`config.mk`:
```
export PLATFORM = sky130hd
export DESIGN_NAME = code_flash_controller_boot_select
export DESIGN_NICKNAME = d
export VERILOG_FILES = /design/src/page_buffer.v /design/src/code_flash_controller_boot_select.v
export VERILOG_INCLUDE_DIRS = /design/src
export SDC_FILE = /design/constraint.sdc
export NUM_CORES = 1
export LEC_CHECK = 0
export ABC_AREA = 1
export BUFFER_PORTS_ARGS = -buffer_cell sky130_fd_sc_hd__buf_4
export CORE_ASPECT_RATIO = 0.5
export CORE_MARGIN = 4
export CORE_UTILIZATION = 29
export DETAILED_ROUTE_END_ITERATION = 16
export GPL_ROUTABILITY_DRIVEN = 1
export SYNTH_ARGS = -nofsm -noshare
export SYNTH_HDL_FRONTEND = slang
export SYNTH_SLANG_ARGS = --single-unit
```
`constraint.sdc`:
```
create_clock -name clk_sys -period 4.3 [get_ports clk_sys]
set_clock_uncertainty 0.15 [all_clocks]
set_input_delay 0.645 -clock clk_sys [delete_from_list [all_inputs] [get_ports clk_sys]]
set_output_delay 0.645 -clock clk_sys [all_outputs]
set_load 0.005 [all_outputs]
```
`src/flash_ctrl_regs.vh`:
```
// Register map, field positions, commands and timing of the code flash controller
`ifndef FLASH_CTRL_REGS_VH
`define FLASH_CTRL_REGS_VH

`define REG_CTRL_STATUS  8'h00
`define REG_DATA         8'h04
`define REG_ADDR_LO      8'h08
`define REG_ADDR_HI      8'h0c
`define REG_SECURITY     8'h10
`define REG_BOOT         8'h14
`define REG_CHECKSUM     8'h18
`define REG_INFO         8'h1c

`define ST_BUSY_BIT      0
`define ST_DONE_BIT      1
`define ST_IGNORED_BIT   2
`define ST_LAST_OP_LSB   4
`define CTL_CMD_LSB      0
`define CTL_DONE_CLR_BIT 8
`define CTL_IGN_CLR_BIT  9

`define CMD_NONE         4'h0
`define CMD_COMMIT       4'h1
`define CMD_ERASE_BYTE   4'h2
`define CMD_ERASE_PAGE   4'h3
`define CMD_ERASE_SECTOR 4'h4
`define CMD_ERASE_CHIP   4'h5
`define CMD_SUM_SECTOR   4'h6
`define CMD_SUM_ALL      4'h7

`define ERASE_MODE_BYTE   2'h0
`define ERASE_MODE_PAGE   2'h1
`define ERASE_MODE_SECTOR 2'h2
`define ERASE_MODE_CHIP   2'h3

`define BOOT_STATUS_RESET 8'h01
`define BOOT_VECTOR_4K    8'h0f
`define BOOT_VECTOR_8K    8'h1f
`define BOOT_VECTOR_16K   8'h3f
`define START_ADDR_LOW    8'h00
`define START_ADDR_USER   16'h0000

`define PAGE_BYTES        64
`define LOADER_BYTES      16'h0200
`define BOOT_ROM_FIRST    16'hff00
`define BOOT_ROM_LAST     16'hffef
`define BOOT_ROM_ENTRY    16'hff03

`define SUM_POLY          32'hedb88320
`define SUM_INIT          32'hffffffff

`define CLK_FREQ_MHZ      24'h000064
`define FLASH_OP_TIME_MS  24'h000002
`define FLASH_OP_CYCLES   (`FLASH_OP_TIME_MS * 24'h0003e8 * `CLK_FREQ_MHZ)

`endif

```
`src/page_buffer.v`:
```
// Page buffer storage with registered read port
`timescale 1ns/1ps
module page_buffer #(
  parameter WIDTH = 8,
  parameter DEPTH = 64,
  parameter AW    = 6
) (
  input  wire             clk_sys,
  input  wire             sys_rst,
  input  wire             wr_en,
  input  wire [AW-1:0]    wr_addr,
  input  wire [WIDTH-1:0] wr_data,
  input  wire [AW-1:0]    rd_addr,
  output reg  [WIDTH-1:0] rd_data
);
  reg [WIDTH-1:0] mem [0:DEPTH-1];

  always @(posedge clk_sys) begin
    if (wr_en) begin
      mem[wr_addr] <= wr_data;
    end
  end

  always @(posedge clk_sys) begin
    if (sys_rst) begin
      rd_data <= {WIDTH{1'b0}};
    end else begin
      rd_data <= mem[rd_addr];
    end
  end
endmodule

```
`src/code_flash_controller_boot_select.v`:
```
// Code flash sequencer with page buffer, security, checksum and boot address selection
`timescale 1ns/1ps
`include "flash_ctrl_regs.vh"

// What this block does
// - Array in 4 or 8 sectors, 64-byte pages
// - 64-byte page buffer, 1..64 bytes per program
// - Chip, sector, page and byte erase
// - Any single byte erasable and programmable
// - Internal timing, every operation within 2 ms
// - Security setting per sector
// - Secured sector refuses code space data reads
// - 32-bit checksum over sector or whole array
// - Boot status zero starts at 0000H
// - Nonzero status starts at vector then 00H
// - Factory vector 0FH, 1FH or 3FH by size
// - Loader occupies top 512 bytes, stays erasable
// - Boot ROM mapped at FF00H to FFEFH
// - Control/status, data and two address registers
// - Forced loader pin acts as nonzero status
// - Eight security bits in one byte, one per sector
module code_flash_controller_boot_select #(
  parameter        SIZE_KB   = 8,
  parameter [23:0] OP_CYCLES = `FLASH_OP_CYCLES
) (
  input  wire        clk_sys,
  input  wire        sys_rst,
  input  wire        hsel,
  input  wire [31:0] haddr,
  input  wire [1:0]  htrans,
  input  wire        hwrite,
  input  wire [2:0]  hsize,
  input  wire [31:0] hwdata,
  input  wire        hready,
  output wire        hreadyout,
  output wire        hresp,
  output reg  [31:0] hrdata,
  input  wire        code_rd_valid,
  input  wire [15:0] code_rd_addr,
  input  wire        code_rd_data_access,
  output wire        code_rd_ready,
  output reg         code_rd_done,
  output reg  [7:0]  code_rd_data,
  output reg         code_rd_refused,
  output reg  [13:0] fl_addr,
  output reg         fl_re,
  input  wire [7:0]  fl_rdata,
  output reg  [7:0]  fl_wdata,
  output reg         fl_load,
  output reg         fl_prog,
  output reg         fl_erase,
  output reg  [1:0]  fl_erase_mode,
  output reg  [7:0]  rom_addr,
  output reg         rom_re,
  input  wire [7:0]  rom_rdata,
  input  wire        boot_force_pin,
  output reg  [15:0] boot_addr,
  output reg         boot_addr_valid
);
  localparam        SEC_SHIFT    = (SIZE_KB == 16) ? 11 : 10;
  localparam [15:0] ARRAY_BYTES  = (SIZE_KB == 4)  ? 16'h1000 :
                                   (SIZE_KB == 16) ? 16'h4000 : 16'h2000;
  localparam [13:0] SEC_SPAN     = (SIZE_KB == 16) ? 14'h07ff : 14'h03ff;
  localparam [13:0] ARRAY_LAST   = ARRAY_BYTES[13:0] - 14'h0001;
  localparam [15:0] LOADER_BASE  = ARRAY_BYTES - `LOADER_BYTES;
  localparam [7:0]  SEC_COUNT    = (SIZE_KB == 4) ? 8'h04 : 8'h08;
  localparam [23:0] OP_LAST      = OP_CYCLES - 24'h1;
  localparam [7:0]  VECTOR_RESET = (SIZE_KB == 4)  ? `BOOT_VECTOR_4K :
                                   (SIZE_KB == 16) ? `BOOT_VECTOR_16K : `BOOT_VECTOR_8K;

  localparam [4:0] S_IDLE  = 5'b00001;
  localparam [4:0] S_LOAD  = 5'b00010;
  localparam [4:0] S_PROG  = 5'b00100;
  localparam [4:0] S_ERASE = 5'b01000;
  localparam [4:0] S_SUM   = 5'b10000;

  reg  [4:0]  state;
  reg         wr_pend;
  reg  [7:0]  wr_addr;
  reg  [7:0]  addr_lo;
  reg  [7:0]  addr_hi;
  reg  [7:0]  data_last;
  reg  [7:0]  security;
  // Boot cells are flash, so they keep their value through sys_rst
  reg  [7:0]  boot_status = `BOOT_STATUS_RESET;
  reg  [7:0]  boot_vector = VECTOR_RESET;
  reg  [63:0] buf_mask;
  reg         flag_done;
  reg         flag_ignored;
  reg  [3:0]  last_op;
  reg  [31:0] sum_result;
  reg  [31:0] sum_acc;
  reg  [13:0] sum_ptr;
  reg  [13:0] sum_end;
  reg         sum_issued;
  reg         sum_v2;
  reg  [13:0] op_addr;
  reg  [23:0] timer;
  reg  [5:0]  idx;
  reg  [5:0]  idx_d;
  reg         ld_v;
  reg         ld_issued;
  reg         op_finish;
  reg         mask_clr;
  reg         rd_s1;
  reg         rd_s2;
  reg         rd_rom1;
  reg         rd_rom2;
  reg         rd_ref1;
  reg         rd_ref2;
  reg         force_meta;
  reg         force_sync;
  reg  [1:0]  boot_wait;
  reg  [31:0] rd_mux;
  wire [7:0]  buf_rdata;

  wire        st_idle   = state[0];
  wire        ahb_go    = hsel & hready & htrans[1];
  wire        wr_now    = wr_pend & hready;
  wire        cmd_wr    = wr_now & (wr_addr == `REG_CTRL_STATUS);
  wire [3:0]  cmd       = hwdata[`CTL_CMD_LSB+3:`CTL_CMD_LSB];
  wire        cmd_known = (cmd != `CMD_NONE) & (cmd <= `CMD_SUM_ALL);
  wire        cmd_start = cmd_wr & cmd_known & st_idle;
  wire        cmd_block = cmd_wr & cmd_known & ~st_idle;
  wire        data_wr   = wr_now & (wr_addr == `REG_DATA) & st_idle;
  wire [13:0] cur_addr  = {addr_hi[5:0], addr_lo};
  wire        rd_rom    = (code_rd_addr >= `BOOT_ROM_FIRST) &
                          (code_rd_addr <= `BOOT_ROM_LAST);
  wire [2:0]  rd_sector = code_rd_addr[SEC_SHIFT+2:SEC_SHIFT];
  wire        rd_secure = code_rd_data_access & ~rd_rom & security[rd_sector];
  wire        rd_accept = code_rd_valid & code_rd_ready;

  assign hreadyout     = 1'b1;
  assign hresp         = 1'b0;
  // Commands win the array over core reads in the same cycle
  assign code_rd_ready = st_idle & ~cmd_start;

  function [31:0] sum_byte;
    input [31:0] c;
    input [7:0]  d;
    integer      k;
    reg   [31:0] r;
    begin
      r = c ^ {24'h000000, d};
      for (k = 0; k < 8; k = k + 1) begin
        r = r[0] ? ((r >> 1) ^ `SUM_POLY) : (r >> 1);
      end
      sum_byte = r;
    end
  endfunction

  page_buffer #(
    .WIDTH (8),
    .DEPTH (`PAGE_BYTES),
    .AW    (6)
  ) u_page_buffer (
    .clk_sys (clk_sys),
    .sys_rst (sys_rst),
    .wr_en   (data_wr),
    .wr_addr (addr_lo[5:0]),
    .wr_data (hwdata[7:0]),
    .rd_addr (idx),
    .rd_data (buf_rdata)
  );

  always @* begin
    case (haddr[7:0])
      `REG_CTRL_STATUS: rd_mux = {24'h000000, last_op, 1'b0, flag_ignored, flag_done, ~st_idle};
      `REG_DATA:        rd_mux = {24'h000000, data_last};
      `REG_ADDR_LO:     rd_mux = {24'h000000, addr_lo};
      `REG_ADDR_HI:     rd_mux = {24'h000000, addr_hi};
      `REG_SECURITY:    rd_mux = {24'h000000, security};
      `REG_BOOT:        rd_mux = {16'h0000, boot_vector, boot_status};
      `REG_CHECKSUM:    rd_mux = sum_result;
      `REG_INFO:        rd_mux = {8'h00, SEC_COUNT, LOADER_BASE};
      default:          rd_mux = 32'h00000000;
    endcase
  end

  // Reads sample in the address phase, writes land in the data phase
  always @(posedge clk_sys) begin
    if (sys_rst) begin
      wr_pend <= 1'b0;
      wr_addr <= 8'h00;
      hrdata  <= 32'h00000000;
    end else if (hready) begin
      wr_pend <= ahb_go & hwrite;
      wr_addr <= haddr[7:0];
      if (ahb_go & ~hwrite) begin
        hrdata <= rd_mux;
      end
    end
  end

  always @(posedge clk_sys) begin
    if (sys_rst) begin
      addr_lo      <= 8'h00;
      addr_hi      <= 8'h00;
      data_last    <= 8'h00;
      security     <= 8'h00;
      buf_mask     <= 64'h0;
      flag_done    <= 1'b0;
      flag_ignored <= 1'b0;
      last_op      <= `CMD_NONE;
    end else begin
      if (wr_now & (wr_addr == `REG_ADDR_LO)) begin
        addr_lo <= hwdata[7:0];
      end else if (data_wr) begin
        // Offset wraps inside the page so a burst of loads stays in one page
        addr_lo <= {addr_lo[7:6], addr_lo[5:0] + 6'h01};
      end
      if (wr_now & (wr_addr == `REG_ADDR_HI)) begin
        addr_hi <= hwdata[7:0];
      end
      if (data_wr) begin
        data_last <= hwdata[7:0];
      end
      if (wr_now & (wr_addr == `REG_SECURITY)) begin
        security <= hwdata[7:0];
      end
      if (wr_now & (wr_addr == `REG_BOOT)) begin
        boot_status <= hwdata[7:0];
        boot_vector <= hwdata[15:8];
      end
      if (mask_clr) begin
        buf_mask <= 64'h0;
      end else if (data_wr) begin
        buf_mask[addr_lo[5:0]] <= 1'b1;
      end
      // Hardware set wins over a software clear in the same cycle
      if (op_finish) begin
        flag_done <= 1'b1;
      end else if (cmd_wr & hwdata[`CTL_DONE_CLR_BIT]) begin
        flag_done <= 1'b0;
      end
      if (cmd_block) begin
        flag_ignored <= 1'b1;
      end else if (cmd_wr & hwdata[`CTL_IGN_CLR_BIT]) begin
        flag_ignored <= 1'b0;
      end
      if (cmd_start) begin
        last_op <= cmd;
      end
    end
  end

  always @(posedge clk_sys) begin
    if (sys_rst) begin
      state           <= S_IDLE;
      fl_addr         <= 14'h0000;
      fl_re           <= 1'b0;
      fl_wdata        <= 8'h00;
      fl_load         <= 1'b0;
      fl_prog         <= 1'b0;
      fl_erase        <= 1'b0;
      fl_erase_mode   <= `ERASE_MODE_BYTE;
      rom_addr        <= 8'h00;
      rom_re          <= 1'b0;
      op_addr         <= 14'h0000;
      timer           <= 24'h000000;
      idx             <= 6'h00;
      idx_d           <= 6'h00;
      ld_v            <= 1'b0;
      ld_issued       <= 1'b0;
      op_finish       <= 1'b0;
      mask_clr        <= 1'b0;
      sum_acc         <= `SUM_INIT;
      sum_result      <= 32'h00000000;
      sum_ptr         <= 14'h0000;
      sum_end         <= 14'h0000;
      sum_issued      <= 1'b0;
      sum_v2          <= 1'b0;
      rd_s1           <= 1'b0;
      rd_s2           <= 1'b0;
      rd_rom1         <= 1'b0;
      rd_rom2         <= 1'b0;
      rd_ref1         <= 1'b0;
      rd_ref2         <= 1'b0;
      code_rd_done    <= 1'b0;
      code_rd_data    <= 8'h00;
      code_rd_refused <= 1'b0;
    end else begin
      op_finish <= 1'b0;
      mask_clr  <= 1'b0;
      fl_re     <= 1'b0;
      fl_load   <= 1'b0;
      rom_re    <= 1'b0;
      sum_v2    <= fl_re & state[4];
      rd_s1     <= rd_accept;
      rd_rom1   <= rd_rom;
      rd_ref1   <= rd_secure;
      rd_s2     <= rd_s1;
      rd_rom2   <= rd_rom1;
      rd_ref2   <= rd_ref1;
      code_rd_done <= rd_s2;
      if (rd_s2) begin
        code_rd_refused <= rd_ref2;
        code_rd_data    <= rd_ref2 ? 8'h00 : (rd_rom2 ? rom_rdata : fl_rdata);
      end
      case (state)
        S_IDLE: begin
          if (rd_accept) begin
            if (rd_rom) begin
              rom_re   <= 1'b1;
              rom_addr <= code_rd_addr[7:0];
            end else if (!rd_secure) begin
              fl_re   <= 1'b1;
              fl_addr <= code_rd_addr[13:0];
            end
          end
          if (cmd_start) begin
            op_addr <= cur_addr;
            timer   <= OP_LAST;
            case (cmd)
              `CMD_COMMIT: begin
                idx       <= 6'h00;
                ld_v      <= 1'b0;
                ld_issued <= 1'b0;
                if (buf_mask == 64'h0) begin
                  op_finish <= 1'b1;
                end else begin
                  state <= S_LOAD;
                end
              end
              `CMD_SUM_SECTOR, `CMD_SUM_ALL: begin
                sum_acc    <= `SUM_INIT;
                sum_issued <= 1'b0;
                sum_ptr    <= (cmd == `CMD_SUM_ALL) ? 14'h0000 : (cur_addr & ~SEC_SPAN);
                sum_end    <= (cmd == `CMD_SUM_ALL) ? ARRAY_LAST : (cur_addr | SEC_SPAN);
                state      <= S_SUM;
              end
              default: begin
                // Loader area gets no special guard, it erases like any code
                fl_erase <= 1'b1;
                state    <= S_ERASE;
                case (cmd)
                  `CMD_ERASE_BYTE: begin
                    fl_erase_mode <= `ERASE_MODE_BYTE;
                    fl_addr       <= cur_addr;
                  end
                  `CMD_ERASE_PAGE: begin
                    fl_erase_mode <= `ERASE_MODE_PAGE;
                    fl_addr       <= {cur_addr[13:6], 6'h00};
                  end
                  `CMD_ERASE_SECTOR: begin
                    fl_erase_mode <= `ERASE_MODE_SECTOR;
                    fl_addr       <= cur_addr & ~SEC_SPAN;
                  end
                  default: begin
                    fl_erase_mode <= `ERASE_MODE_CHIP;
                    fl_addr       <= 14'h0000;
                  end
                endcase
              end
            endcase
          end
        end
        S_LOAD: begin
          // Buffer read is registered, so the latch step trails the index by one
          ld_v  <= ~ld_issued;
          idx_d <= idx;
          if (!ld_issued) begin
            idx <= idx + 6'h01;
            if (idx == 6'h3f) begin
              ld_issued <= 1'b1;
            end
          end
          if (ld_v & buf_mask[idx_d]) begin
            fl_load  <= 1'b1;
            fl_addr  <= {op_addr[13:6], idx_d};
            fl_wdata <= buf_rdata;
          end
          if (ld_issued & ~ld_v) begin
            fl_prog <= 1'b1;
            timer   <= OP_LAST;
            state   <= S_PROG;
          end
        end
        S_PROG: begin
          timer <= timer - 24'h000001;
          if (timer == 24'h000000) begin
            fl_prog   <= 1'b0;
            mask_clr  <= 1'b1;
            op_finish <= 1'b1;
            state     <= S_IDLE;
          end
        end
        S_ERASE: begin
          timer <= timer - 24'h000001;
          if (timer == 24'h000000) begin
            fl_erase  <= 1'b0;
            op_finish <= 1'b1;
            state     <= S_IDLE;
          end
        end
        S_SUM: begin
          if (!sum_issued) begin
            fl_re   <= 1'b1;
            fl_addr <= sum_ptr;
            if (sum_ptr == sum_end) begin
              sum_issued <= 1'b1;
            end else begin
              sum_ptr <= sum_ptr + 14'h0001;
            end
          end
          if (sum_v2) begin
            sum_acc <= sum_byte(sum_acc, fl_rdata);
          end
          if (sum_issued & ~fl_re & ~sum_v2) begin
            sum_result <= ~sum_acc;
            op_finish  <= 1'b1;
            state      <= S_IDLE;
          end
        end
        default: begin
          state <= S_IDLE;
        end
      endcase
    end
  end

  // Strap is sampled only after the synchroniser has settled past reset
  always @(posedge clk_sys) begin
    if (sys_rst) begin
      force_meta      <= 1'b0;
      force_sync      <= 1'b0;
      boot_wait       <= 2'h0;
      boot_addr       <= `START_ADDR_USER;
      boot_addr_valid <= 1'b0;
    end else begin
      force_meta <= boot_force_pin;
      force_sync <= force_meta;
      if (boot_wait != 2'h3) begin
        boot_wait <= boot_wait + 2'h1;
      end
      if (boot_wait == 2'h2) begin
        boot_addr_valid <= 1'b1;
        if ((boot_status != 8'h00) | force_sync) begin
          boot_addr <= {boot_vector, `START_ADDR_LOW};
        end else begin
          boot_addr <= `START_ADDR_USER;
        end
      end
    end
  end
endmodule

```
==> flow_summary.toml <==
[status]
status = "completed"

[clocking]
cts_max_level = 3
clk_path_buf_depth = 3
postCtsSetupBuffers = 0
cts_tree = "built"
clkLatencyLatePin_ns = 0.69
path_clk_slew_ns = 0.06
numCtsBuffers = 88
clock-sinks = 883
cts-root-buf = "clkbuf_16"

[floorplanning]
core_sq_um = 129000
die_h_um = 262
start_util_pct = 29.2
num_rows = 93
dieArea_sq_um = 136000
die_x_um = 517
io_pins = 208

[critical_path]
crit_top_cell = "nor2_1"
cp.required_ns = 4.70
crit_buf_inv = 1
crit_cells = 11
cp-end-kind = "flop"
critPathKind = "flop to flop"
start_kind = "flop"
slowest_delay_ns = 0.79
rr_worst_depth = 11
crit_fanout = 22
crit_path_start = "state[0]"
regToRegStartpoint = "state[0]"
crit_end = "timer[13]"
worstPathCellList = "nor2_1 -> nand3_1 -> buf_4 -> nor2_1 -> nor2_1 -> nand2_1 -> a21oi_2 -> nand2_2 -> nand2_1 -> o21bai_1 -> a21oi_1"
path_delay_family = "simple AND/OR/NAND/NOR gates"
crit_path_top_delay_cell = "a21oi_2"
reg2reg_to = "timer[13]"
arrival_ns = 4.07
reg2reg_slack_ns = 0.63

[routing]
totalWireLength_um = 113000
wire_per_inst_um = 19.0
via_count = 30000
post_drt_via_cell_ratio = 5.05
drcViolationCount = 0
antenna_left = 0
drt-pass1-iter-count = 6
drt-initial-drc-count = 2915

[sta]
timing.fmax_mhz = 273
finalHoldViolCount = 0
period_needed_ns = 3.67
setup_tns_ns = 0
setup_violations = 0
drv_slew = 0
grt_setup_unrepaired = "false"
post-route-period-util_pct = 85.3
worst_slew_pin_slew_ns = 1.15
slew_headroom_pct = 23.4

[pwr]
p_per_area_nw_per_um2 = 447
power_mw = 19.6
leakage_nw = 15.7
max-vdd-ir-drop_mv = 0.283

[layout]
drive_gt1_share_pct = 10.5
fill_cells = 12900
area_delta_synth_final_pct = 16.7
fin_nets = 4264
fin_util_pct = 34.1

[yosys]
yosys_warnings = 0
synthArstFlopShare_pct = 0
synth_area_sq_um = 37600
ys.flop_type = "edfxtp_1"
ys_seq_area_share_pct = 61.1
ys_ff_latch = 883
synth.distinct_cells = 56
synth_edf_count = 528
avgSynthCellArea_sq_um = 9.38
synth_cells = 4005

[placed_design]
gp_congestion = 0.889
dp_hpwl_um = 72100
io_buffers = 153

[global_route]
grt_pass1_wl_um = 172000
grt_pass1_vias = 29000
grt_max_degree = 144
track_usage_pct = 16.1
antenna_found_initial = 1
overflow = 0

[worst_hold_path]
hold_class = "input pin to flop"
hold_depth = 3

[job]
maxCapViolations = 0
[repair_timing]
item	CTS	global route
endpoints found under the hold margin	9	0
gates resized for setup	0	0
hold buffers	9	0
[Yosys cell counts (all sizes together) (6+ instances only)]
library cell,instances,share of area (%)
o22ai,160,2.7
a21oi,276,3.7
clkbuf,186,1.9
nand2,584,5.9
o211ai,18,0.36
a31oi,13,0.22
o221ai,20,0.47
inv,287,2.9
buf,39,0.58
xnor2,28,0.69
nor4,22,0.40
o21ai,496,6.6
edfxtp,528,42
o21a,7,0.14
dfxtp,355,19
xor2,44,1.1
clkinv,16,0.16
nand4,55,0.92
ha,6,0.20
nor2,591,5.9
nand3,166,2.2
or2,11,0.18
nor3,53,0.78
[flip-flops by register name (all words and copies together) (netlist names), 14 cells and up]
name	count
buf_mask	64
fl_addr	14
hrdata	32
sum_acc	32
sum_ptr	14
sum_result	32
timer	24
u_page_buffer.mem	512
[area by class of cell]
class,instances,area [sq um],share of cell area (%)
Antenna cell,1,2.50,0.00571
Clock buffer,116,2460,5.62
Clock inverter,43,394,0.900
Inverter,303,1150,2.62
Multi-Input combinational cell,2602,12600,28.7
Sequential cell,883,23000,52.4
Tap cell,1710,2140,4.88
Timing Repair Buffer,271,2120,4.84
[layout by cell type, fill, tap and decap left out, types with 10 or more instances in the layout]
master | netlist | final
a21oi_1 | 275 | 275
a31oi_1 | 13 | 13
buf_4 | 12 | 257
clkbuf_1 | 186 | 16
clkbuf_16 | 0 | 91
clkinv_1 | 16 | 23
clkinv_2 | 0 | 18
conb_1 | 2 | 10
dfxtp_1 | 355 | 352
edfxtp_1 | 528 | 528
inv_1 | 285 | 282
nand2_1 | 577 | 577
nand3_1 | 165 | 165
nand4_1 | 55 | 55
nor2_1 | 587 | 586
nor3_1 | 50 | 50
nor4_1 | 20 | 20
o211ai_1 | 18 | 18
o21ai_0 | 487 | 487
o221ai_1 | 20 | 20
o22ai_1 | 160 | 160
xnor2_1 | 26 | 26
xor2_1 | 42 | 42
[per-layer routing]
layer	track usage, %	up-vias	routed length (um)
li1	-	14200	-
met1	21.9	14500	49500
met2	25.9	1088	52300
met3	3.12	190	7850
met4	4.76	0	3050
met5	0	-	0
[metrics by stage]
step	cells	setup WS, ns	hold slack [ns]	area, sq um
final	5929	0.634	0.0610	43800
after global routing	5928	0.379	0.0283	43800
after floorplan	4013	1.42	0.238	37600
after CTS	5928	0.671	0.000858	43800
after detailed placement	5760	0.461	0.249	40900
after global placement	5760	0.513	0.247	40900
[worst min-delay path, stage by stage]
cell	delay, ns
buf_4	0.09
nor2_1	0.04
nor2_1	0.08
[where the power goes]
group / switching (mW) / internal (mW) / total (mW) / leakage, nW
Combinational: 1.79 / 0.821 / 2.61 / 6.73
Clock: 3.38 / 4.29 / 7.68 / 1.39
Sequential: 0.153 / 9.13 / 9.28 / 7.62
Total: 5.33 / 14.2 / 19.6 / 15.7
[kinds of logic (layout without fill, tap and decap cells)]
family	Yosys count	in the layout	share of synthesized area (%)
compound gates	1022	1022	14.9
xor+xnor	72	72	1.76
fa+ha+maj	6	6	0.200
buf+inv	528	733	5.47
flops	883	883	61.1
other cells	2	11	0.0200
simple gates	1492	1492	16.6
[worst min path at each step]
stage | startpoint | to | slack, ns
floorplan | force_meta | force_sync | 0.24
global placement | rd_s1 | rd_s2 | 0.25
detailed placement | rd_ref1 | rd_ref2 | 0.25
CTS | code_rd_addr[1] | rom_addr[1] | 0.0009
global route | hwdata[8] | boot_vector[0] | 0.03
finish | code_rd_addr[1] | rom_addr[1] | 0.06
Power figures use the tool's default switching activity.
